$ cat config.mk
export PLATFORM = sky130hd
export DESIGN_NAME = imu_top
export DESIGN_NICKNAME = d
export VERILOG_FILES = /design/src/common/imu_pkg.sv /design/src/rtl/imu_mul_core.sv /design/src/rtl/imu_top.sv
export SDC_FILE = /design/constraint.sdc
export NUM_CORES = 1
export LEC_CHECK = 0
export ABC_AREA = 1
export BUFFER_PORTS_ARGS = -buffer_cell sky130_fd_sc_hd__clkbuf_2
export CAP_MARGIN = 15
export CORE_ASPECT_RATIO = 1.25
export CORE_MARGIN = 2
export CORE_UTILIZATION = 25
export CTS_BUF_LIST = sky130_fd_sc_hd__clkbuf_8
export CTS_CLUSTER_DIAMETER = 150
export DETAILED_ROUTE_END_ITERATION = 16
export HOLD_SLACK_MARGIN = 0.12
export SLEW_MARGIN = 10
export SYNTH_ARGS = -nofsm -noshare
export SYNTH_HDL_FRONTEND = slang
export SYNTH_SLANG_ARGS = --single-unit
$ cat constraint.sdc
create_clock -name clock -period 5.2 [get_ports clock]
set_input_delay 0.52 -clock clock [delete_from_list [all_inputs] [get_ports clock]]
set_output_delay 0.52 -clock clock [all_outputs]
set_load 0.01 [all_outputs]
$ cat src/common/imu_pkg.sv
// Shared constants and types of the integer multiply unit.
// Assumes a single core clock and a synchronous active-low reset everywhere.

package imu_pkg;

   // ----------------------------------------
   // Widths
   // ----------------------------------------
   localparam int WORD_W = 32;
   localparam int PROD_W = 64;
   localparam int IDX_W  = 5;

   // ----------------------------------------
   // Reset values
   // ----------------------------------------
   localparam logic [WORD_W-1:0] UPPER_RST  = 32'h0000_0000;
   localparam logic [WORD_W-1:0] BOTTOM_RST = 32'h0000_0000;
   localparam logic [WORD_W-1:0] WB_RST     = 32'h0000_0000;
   localparam logic [IDX_W-1:0]  IDX_RST    = 5'h00;
   localparam logic [PROD_W-1:0] PROD_RST   = 64'h0000_0000_0000_0000;

   // Register index that is hardwired to zero in the register file
   localparam logic [IDX_W-1:0]  ZERO_IDX   = 5'h00;

   // ----------------------------------------
   // Operations offered by the pipeline
   // ----------------------------------------
   typedef enum logic [2:0] {
      IMU_OP_NONE             = 3'b000,
      IMU_OP_WRITE_BOTTOM     = 3'b001,
      IMU_OP_WRITE_UPPER      = 3'b010,
      IMU_OP_PRODUCT_TO_REG   = 3'b011,
      IMU_OP_SIGNED_PRODUCT   = 3'b100,
      IMU_OP_UNSIGNED_PRODUCT = 3'b101
   } imu_op_t;

   // Where a running multiply delivers its result
   typedef enum logic {
      IMU_DST_PAIR = 1'b0,
      IMU_DST_GPR  = 1'b1
   } imu_dst_t;

   // ----------------------------------------
   // Sequencer states
   // ----------------------------------------
   typedef enum logic [1:0] {
      IMU_ST_IDLE = 2'b00,
      IMU_ST_RUN  = 2'b01
   } imu_state_t;

endpackage

$ cat src/rtl/imu_mul_core.sv
// Iterative shift-add 32x32 multiplier, signed or unsigned.
// Assumes start is only raised while no multiply is running.

`timescale 1ns/1ps
`default_nettype none

module imu_mul_core (
   input  wire logic                        clock,
   input  wire logic                        rst_n,
   input  wire logic                        start,
   input  wire logic                        signed_mode,
   input  wire logic [imu_pkg::WORD_W-1:0] mcand_in,
   input  wire logic [imu_pkg::WORD_W-1:0] mplier_in,
   output logic                             done,
   output logic      [imu_pkg::PROD_W-1:0] product
);

   // ----------------------------------------
   // Magnitude of an operand
   // ----------------------------------------
   function automatic logic [imu_pkg::WORD_W-1:0] imu_mag(
      input logic [imu_pkg::WORD_W-1:0] v,
      input logic                       sgn
   );
      imu_mag = (sgn && v[imu_pkg::WORD_W-1]) ? (~v + 32'h0000_0001) : v;
   endfunction

   logic                        run_r,    run_nxt;
   logic                        neg_r,    neg_nxt;
   logic                        done_r,   done_nxt;
   logic [imu_pkg::PROD_W-1:0] acc_r,    acc_nxt;
   logic [imu_pkg::PROD_W-1:0] mcand_r,  mcand_nxt;
   logic [imu_pkg::WORD_W-1:0] mplier_r, mplier_nxt;
   logic [imu_pkg::PROD_W-1:0] prod_r,   prod_nxt;
   logic [imu_pkg::PROD_W-1:0] sum;

   // ----------------------------------------
   // Step logic
   // ----------------------------------------
   // Stops as soon as the multiplier runs out of ones, so a short second operand is fast
   always_comb
   begin
      run_nxt    = run_r;
      neg_nxt    = neg_r;
      acc_nxt    = acc_r;
      mcand_nxt  = mcand_r;
      mplier_nxt = mplier_r;
      prod_nxt   = prod_r;
      done_nxt   = 1'b0;
      sum        = acc_r;
      if (start)
      begin
         mcand_nxt  = {32'h0000_0000, imu_mag(mcand_in, signed_mode)};
         mplier_nxt = imu_mag(mplier_in, signed_mode);
         neg_nxt    = signed_mode & (mcand_in[31] ^ mplier_in[31]);
         acc_nxt    = imu_pkg::PROD_RST;
         run_nxt    = 1'b1;
      end
      else if (run_r)
      begin
         sum        = mplier_r[0] ? (acc_r + mcand_r) : acc_r;
         acc_nxt    = sum;
         mcand_nxt  = {mcand_r[62:0], 1'b0};
         mplier_nxt = {1'b0, mplier_r[31:1]};
         if (mplier_nxt == 32'h0000_0000)
         begin
            run_nxt  = 1'b0;
            done_nxt = 1'b1;
            // Full 64-bit result, no overflow flag exists
            prod_nxt = neg_r ? (~sum + 64'h0000_0000_0000_0001) : sum;
         end
      end
   end

   always_ff @(posedge clock)
   begin
      if (!rst_n)
      begin
         run_r    <= 1'b0;
         neg_r    <= 1'b0;
         done_r   <= 1'b0;
         acc_r    <= imu_pkg::PROD_RST;
         mcand_r  <= imu_pkg::PROD_RST;
         mplier_r <= imu_pkg::WB_RST;
         prod_r   <= imu_pkg::PROD_RST;
      end
      else
      begin
         run_r    <= run_nxt;
         neg_r    <= neg_nxt;
         done_r   <= done_nxt;
         acc_r    <= acc_nxt;
         mcand_r  <= mcand_nxt;
         mplier_r <= mplier_nxt;
         prod_r   <= prod_nxt;
      end
   end

   assign done    = done_r;
   assign product = prod_r;

endmodule

`default_nettype wire

$ cat src/rtl/imu_top.sv
// Integer multiply unit: upper/bottom product pair, multiplies and interlocks.
// Assumes the pipeline hands over source register values with each operation
// and owns the general register file that the write-back port feeds.

`timescale 1ns/1ps
`default_nettype none

module imu_top (
   input  wire logic                         clock,
   input  wire logic                         rst_n,
   input  wire logic                         issue_valid,
   input  wire imu_pkg::imu_op_t             issue_op,
   input  wire logic  [imu_pkg::WORD_W-1:0] src_a_data,
   input  wire logic  [imu_pkg::WORD_W-1:0] src_b_data,
   input  wire logic  [imu_pkg::IDX_W-1:0]  dest_index,
   output logic                              issue_ready,
   input  wire logic                         read_upper_req,
   input  wire logic                         read_bottom_req,
   output logic                              pair_stall,
   output logic       [imu_pkg::WORD_W-1:0] upper_value,
   output logic       [imu_pkg::WORD_W-1:0] bottom_value,
   input  wire logic                         check_a_valid,
   input  wire logic  [imu_pkg::IDX_W-1:0]  check_a_index,
   input  wire logic                         check_b_valid,
   input  wire logic  [imu_pkg::IDX_W-1:0]  check_b_index,
   output logic                              gpr_stall,
   output logic                              wb_valid,
   output logic       [imu_pkg::IDX_W-1:0]  wb_index,
   output logic       [imu_pkg::WORD_W-1:0] wb_data,
   output logic                              busy,
   output logic                              result_unread,
   output logic                              upper_stale,
   output logic                              bottom_stale
);

   // ----------------------------------------
   // Operation decoding
   // ----------------------------------------
   function automatic logic imu_is_mul(input imu_pkg::imu_op_t op);
      imu_is_mul = (op == imu_pkg::IMU_OP_PRODUCT_TO_REG) ||
                   (op == imu_pkg::IMU_OP_SIGNED_PRODUCT) ||
                   (op == imu_pkg::IMU_OP_UNSIGNED_PRODUCT);
   endfunction

   function automatic logic imu_hit(
      input logic                      vld,
      input logic [imu_pkg::IDX_W-1:0] idx,
      input logic [imu_pkg::IDX_W-1:0] dst
   );
      imu_hit = vld && (idx == dst) && (dst != imu_pkg::ZERO_IDX);
   endfunction

   imu_pkg::imu_state_t         state_r,   state_nxt;
   imu_pkg::imu_dst_t           dst_r,     dst_nxt;
   logic [imu_pkg::IDX_W-1:0]  dest_r,    dest_nxt;
   logic [imu_pkg::WORD_W-1:0] upper_r,   upper_nxt;
   logic [imu_pkg::WORD_W-1:0] bottom_r,  bottom_nxt;
   logic                        unread_r,  unread_nxt;
   logic                        ustale_r,  ustale_nxt;
   logic                        bstale_r,  bstale_nxt;
   logic                        wbv_r,     wbv_nxt;
   logic [imu_pkg::IDX_W-1:0]  wbi_r,     wbi_nxt;
   logic [imu_pkg::WORD_W-1:0] wbd_r,     wbd_nxt;

   logic                        take;
   logic                        start;
   logic                        signed_mode;
   logic                        read_taken;
   logic                        core_done;
   logic [imu_pkg::PROD_W-1:0] core_product;

   // ----------------------------------------
   // Issue handshake
   // ----------------------------------------
   // One multiply at a time; every unit operation waits while one is running,
   // which keeps program order for writes to the pair
   assign issue_ready = (state_r == imu_pkg::IMU_ST_IDLE);
   assign take        = issue_valid && issue_ready;
   assign start       = take && imu_is_mul(issue_op);
   assign signed_mode = (issue_op != imu_pkg::IMU_OP_UNSIGNED_PRODUCT);

   // ----------------------------------------
   // Sequencer
   // ----------------------------------------
   always_comb
   begin
      state_nxt = state_r;
      dst_nxt   = dst_r;
      dest_nxt  = dest_r;
      case (state_r)
         imu_pkg::IMU_ST_IDLE:
         begin
            if (start)
            begin
               state_nxt = imu_pkg::IMU_ST_RUN;
               dest_nxt  = dest_index;
               dst_nxt   = (issue_op == imu_pkg::IMU_OP_PRODUCT_TO_REG) ?
                           imu_pkg::IMU_DST_GPR : imu_pkg::IMU_DST_PAIR;
            end
         end
         imu_pkg::IMU_ST_RUN:
         begin
            if (core_done)
            begin
               state_nxt = imu_pkg::IMU_ST_IDLE;
            end
         end
         default:
         begin
            state_nxt = imu_pkg::IMU_ST_IDLE;
         end
      endcase
   end

   always_ff @(posedge clock)
   begin
      if (!rst_n)
      begin
         state_r <= imu_pkg::IMU_ST_IDLE;
         dst_r   <= imu_pkg::IMU_DST_PAIR;
         dest_r  <= imu_pkg::IDX_RST;
      end
      else
      begin
         state_r <= state_nxt;
         dst_r   <= dst_nxt;
         dest_r  <= dest_nxt;
      end
   end

   // ----------------------------------------
   // Multiplier
   // ----------------------------------------
   // Source B is the operand whose length sets the latency
   imu_mul_core u_core (
      .clock       (clock),
      .rst_n       (rst_n),
      .start       (start),
      .signed_mode (signed_mode),
      .mcand_in    (src_a_data),
      .mplier_in   (src_b_data),
      .done        (core_done),
      .product     (core_product)
   );

   // ----------------------------------------
   // Upper and bottom product pair
   // ----------------------------------------
   // Reads are taken straight from the registers, so a write in the same
   // cycle lands only at the edge and the read still sees the old value
   assign read_taken = (read_upper_req || read_bottom_req) && !pair_stall;

   always_comb
   begin
      upper_nxt  = upper_r;
      bottom_nxt = bottom_r;
      unread_nxt = unread_r;
      ustale_nxt = ustale_r;
      bstale_nxt = bstale_r;
      if (read_taken)
      begin
         unread_nxt = 1'b0;
      end
      if (take && (issue_op == imu_pkg::IMU_OP_WRITE_BOTTOM))
      begin
         bottom_nxt = src_a_data;
         bstale_nxt = 1'b0;
         // Upper half keeps the old product, flagged as not to be trusted if the pair was still unread
         ustale_nxt = unread_r && !read_taken;
         unread_nxt = 1'b0;
      end
      if (take && (issue_op == imu_pkg::IMU_OP_WRITE_UPPER))
      begin
         upper_nxt  = src_a_data;
         ustale_nxt = 1'b0;
         bstale_nxt = unread_r && !read_taken;
         unread_nxt = 1'b0;
      end
      // Product-to-register leaves the pair untouched
      if (core_done && (dst_r == imu_pkg::IMU_DST_PAIR))
      begin
         bottom_nxt = core_product[31:0];
         upper_nxt  = core_product[63:32];
         ustale_nxt = 1'b0;
         bstale_nxt = 1'b0;
         // Completion sets the flag last so it wins over a clear
         unread_nxt = 1'b1;
      end
   end

   always_ff @(posedge clock)
   begin
      if (!rst_n)
      begin
         upper_r  <= imu_pkg::UPPER_RST;
         bottom_r <= imu_pkg::BOTTOM_RST;
         unread_r <= 1'b0;
         ustale_r <= 1'b0;
         bstale_r <= 1'b0;
      end
      else
      begin
         upper_r  <= upper_nxt;
         bottom_r <= bottom_nxt;
         unread_r <= unread_nxt;
         ustale_r <= ustale_nxt;
         bstale_r <= bstale_nxt;
      end
   end

   // ----------------------------------------
   // General register write-back
   // ----------------------------------------
   // Register zero is hardwired, so no write-back is raised for it
   always_comb
   begin
      wbv_nxt = 1'b0;
      wbi_nxt = wbi_r;
      wbd_nxt = wbd_r;
      if (core_done && (dst_r == imu_pkg::IMU_DST_GPR))
      begin
         wbv_nxt = (dest_r != imu_pkg::ZERO_IDX);
         wbi_nxt = dest_r;
         wbd_nxt = core_product[31:0];
      end
   end

   always_ff @(posedge clock)
   begin
      if (!rst_n)
      begin
         wbv_r <= 1'b0;
         wbi_r <= imu_pkg::IDX_RST;
         wbd_r <= imu_pkg::WB_RST;
      end
      else
      begin
         wbv_r <= wbv_nxt;
         wbi_r <= wbi_nxt;
         wbd_r <= wbd_nxt;
      end
   end

   // ----------------------------------------
   // Interlocks
   // ----------------------------------------
   // Pair reads wait for a running pair multiply; unrelated work goes on
   assign pair_stall = (state_r == imu_pkg::IMU_ST_RUN) &&
                       (dst_r == imu_pkg::IMU_DST_PAIR) &&
                       (read_upper_req || read_bottom_req);

   // The destination stays locked through the write-back cycle as well,
   // since the register file only holds the value after that edge
   assign gpr_stall =
      ((state_r == imu_pkg::IMU_ST_RUN) && (dst_r == imu_pkg::IMU_DST_GPR) &&
       (imu_hit(check_a_valid, check_a_index, dest_r) ||
        imu_hit(check_b_valid, check_b_index, dest_r))) ||
      (wbv_r && (imu_hit(check_a_valid, check_a_index, wbi_r) ||
                 imu_hit(check_b_valid, check_b_index, wbi_r)));

   // ----------------------------------------
   // Outputs
   // ----------------------------------------
   assign upper_value   = upper_r;
   assign bottom_value  = bottom_r;
   assign wb_valid      = wbv_r;
   assign wb_index      = wbi_r;
   assign wb_data       = wbd_r;
   assign busy          = (state_r == imu_pkg::IMU_ST_RUN);
   assign result_unread = unread_r;
   assign upper_stale   = ustale_r;
   assign bottom_stale  = bstale_r;

endmodule

`default_nettype wire
==> run summary <==
RD Place Congestion -> 0.999
vias in the first global route -> 24400
area delta synth->final -> 15.0%
maximum vdd drop -> 0.000161 V
final instance area -> 27300 sq um
via-per-instance ratio -> 4.74
peak per-stage delay on the critical path -> 0.49 ns
Max clock buf depth -> 3
max-slew violations -> 0
setup TNS -> 0 ns
global-route wire length before repair -> 144 mm
crit-path cells -> ha_1 > inv_1 > fa_1 > nand2_1 > o21ai_1 > ha_1 > inv_1 > nor2_1 > nand3_1 > nor2_1 > nand2_1 > nor2_1 > nand3_1 > nor2_1 > nand4_1 > nor3_1 > nand2_1 > nand2_1 > nand2_1 > nand2_1 > nand3_1 > nand2_1 > inv_1
initial antenna violation count -> 2
Setup WS pre-CTS -> 1.53 ns
Post-layout nets -> 4343
CTS Root Cell -> clkbuf_8
part of the power in registers -> 0.396
core region area -> 94400 sq um
unrepaired setup endpoints after global routing -> no
syn_area_per_cell -> 5.86 sq um
Worst Skew -> 0.0491 ns
Hold Path Class -> input pin to flip-flop
end-of-flow core utilization -> 0.290
largest net degree at the start of global routing -> 105
Final Hold Viols -> 0
Seq/Total Area, Yosys -> 0.285
Routed WL per cell -> 17.6 um
WL final -> 95.8 mm
final std cells w/o fill -> 5453
H-Tree Depth -> 2
EDFF count, synth -> 0
worst hold start -> dest_index[1]
hold path cells -> 3
power share of the clock group -> 0.408
Port Buffers -> 197
Internal Power -> 4.71 mW
Yosys cell types -> 49
post-detail-place hpwl -> 75.6 mm
CTS clk-pin slew, worst paths -> 0.07 ns
Final Critical Period -> 3.71 ns
CP endpoint kind -> flip-flop
row cnt -> 126
end of the worst register-to-register path -> u_core.product[58]$_SDFFE_PN0P_
Max-Cap Viols -> 0
postcts setup bufs -> 0
relative slew slack -> 0.320
Worst EP arrival -> 4.32 ns
Num Clock Sinks -> 339
die width -> 280 um
area leader, netlist -> dfxtp_1
switching component of the power -> 2.34 mW
critical-path maximum fanout -> 4
post-route ant nets -> 0
Pre-antenna DRT Iters -> 8
CP required -> 5.80 ns
Yosys Warn Count -> 0
layout cells sized above 1 -> 0.111
IO Pins -> 198
Mapped Cells -> 4060
Pwr per Cell Area -> 258 nW/um^2
main area contributors after synthesis -> dfxtp_1 (29%), nand2_1 (22%), inv_1 (9.0%)
Leak -> 13.5 nW
Die ar. -> 97600 sq um
DR iter-0 viols -> 2034
sw frac -> 0.332
Final setup viols -> 0
FFs w/ async S/R, synth -> 0
combinational share of power -> 0.196
post-CTS sizing -> 0
DIE HEIGHT -> 349 um
Synth Net Count -> 4216
Worst Reg2Reg Path Length in Cells -> 23
crit path buf inv count -> 3
clk_lat worst skew -> 0.72 ns
CTS Buf Count -> 58
Top FF cell, synth -> dfxtp_1
most frequent cell on the critical path -> nand2_1
Global Route Usage Sum -> 0.191
Setup crit start kind -> flip-flop
Final Cycle Share -> 0.714
initial core utilization -> 0.252
Post-route DRC -> 0
Placed Cells incl. Taps -> 5338
status -> complete, no violations
grt ovf -> 0
Final Worst Setup Slack -> 1.49 ns
Crit Path Category -> flip-flop to flip-flop
Max Freq -> 269 MHz
via count -> 25800
post-synth top area share -> 0.285
RR Startpoint -> u_core.mcand_r[0]$_SDFFE_PN0P_
cell family with most CP delay -> simple AND/OR/NAND/NOR gates
CTS tree -> yes
Syn Std Cell Area -> 23800 sq um
CP max-delay cell -> fa_1
Worst Tran Pin Value -> 1.02 ns
placed cell areas -> 25900 sq um
Hold Buf Count CTS -> 5
post-synthesis register bit count -> 339
Hold EP -> dest_r[1]$_SDFFE_PN0P_
FF-to-FF setup slack -> 1.49 ns
-- sequential cells by signal, summed over array words and instances (netlist names), 5 cells and up --
signal           flops
u_core.acc_r        64
u_core.mcand_r      64
u_core.product      64
bottom_value        32
u_core.mplier_r     32
upper_value         32
wb_data             32
dest_r               5
wb_index             5
-- area by class of cell --
cell class                      instances  area (sq um)
Antenna cell                            2          5.00
Clock buffer                           82          1130
Clock inverter                         26           259
Fill cell                           10700         67100
Inverter                              594          2230
Multi-Input combinational cell       2972         14200
Sequential cell                       339          6790
Tap cell                             1216          1520
Timing Repair Buffer                  222          1190
-- per-stage QoR --
stage / power (mW) / hold slack [ns]
after floorplan: 3.74 / 0.444
after global placement: 4.20 / 0.453
after detailed placement: 4.21 / 0.456
after CTS: 7.10 / 0.120
after global routing: 7.35 / 0.166
final: 7.05 / 0.152
-- how the worst max path moves through the flow --
stage | start | to | cells past startpoint | slack (ns)
finish | u_core.mcand_r[0]$_SDFFE_PN0P_ | u_core.product[58]$_SDFFE_PN0P_ | 23 | 1.49
global route | u_core.mcand_r[0]$_SDFFE_PN0P_ | u_core.product[52]$_SDFFE_PN0P_ | 27 | 1.16
CTS | u_core.mcand_r[0]$_SDFFE_PN0P_ | u_core.product[58]$_SDFFE_PN0P_ | 23 | 1.49
detailed placement | u_core.mcand_r[0]$_SDFFE_PN0P_ | u_core.product[58]$_SDFFE_PN0P_ | 23 | 1.53
global placement | u_core.mcand_r[0]$_SDFFE_PN0P_ | u_core.product[58]$_SDFFE_PN0P_ | 23 | 1.55
floorplan | u_core.mcand_r[0]$_SDFFE_PN0P_ | u_core.product[50]$_SDFFE_PN0P_ | 21 | 2.28
-- cells in the mapped netlist (15+ instances only) --
master and number:
nand2_1 1388, xor2_1 65, dfxtp_1 339, xnor2_1 17, inv_2 16, clkbuf_1 127
nand3_2 15, ha_1 66, nor2_2 41, buf_2 17, a21oi_1 267, o21ai_0 247
nor2_1 370, nor3_1 26, o211ai_1 41, nand4_1 33, nand3_1 199, a31oi_1 53
nand2_2 45, inv_1 573, a22oi_1 17
-- cell families (layout without fill, tap and decap cells) --
family	after synthesis	in the layout	synth area share
xor gates and xnor gates	82	82	0.0302
adders and majority gates	67	67	0.0356
and+or+nand+nor	2148	2148	0.372
AOI/OAI and AO/OA	675	675	0.157
other	0	2	0
DFF	339	339	0.285
buffers and inverters	749	924	0.119
-- worst reg2reg max path, delay by kind of cell, from the launching register on --
family | cells | cell delay (ns)
AND/OR/NAND/NOR | 16 | 1.79
AO/OA/AOI/OAI | 1 | 0.22
adder cells (fa/ha/maj) | 3 | 1.03
flip-flops | 1 | 0.37
buffers and inverters | 3 | 0.16
-- cells in the final DEF, fill, tap and decap left out, types with 3 or more instances in the layout --
master / instances
a21oi_1: 266
a21oi_2: 6
a221oi_1: 4
a22oi_1: 17
a31oi_1: 53
buf_4: 21
bufinv_16: 4
clkbuf_2: 196
clkbuf_8: 82
clkinv_1: 5
clkinv_2: 13
dfxtp_1: 336
dlygate4sd3_1: 5
ha_1: 66
inv_1: 577
inv_2: 17
nand2_1: 1388
nand2_2: 45
nand3_1: 199
nand3_2: 15
nand3b_1: 5
nand4_1: 33
nor2_1: 365
nor2_2: 41
nor2_4: 8
nor3_1: 26
nor3_2: 3
nor4_1: 9
o211ai_1: 41
o21ai_0: 247
o21ai_1: 10
o21ai_2: 3
o21bai_1: 6
o221ai_1: 6
o22ai_1: 4
or2_2: 4
xnor2_1: 17
xor2_1: 65
-- routing by layer --
layer / routed length [um] / global-route usage
met1: 37400 / 0.212
met2: 44500 / 0.327
met3: 5150 / 0.0236
met4: 8770 / 0.155
met5: 0 / 0
-- power by group through the flow --
stage	combinational [mW]	clock, mW	sequential, mW
2_1_floorplan	0.948	0	2.79
3_3_place_gp	1.36	0	2.85
3_5_place_dp	1.36	0	2.85
4_1_cts	1.37	2.93	2.79
5_1_grt	1.53	3.02	2.80
6_report	1.38	2.88	2.79
(Power assumes the default switching activity.)
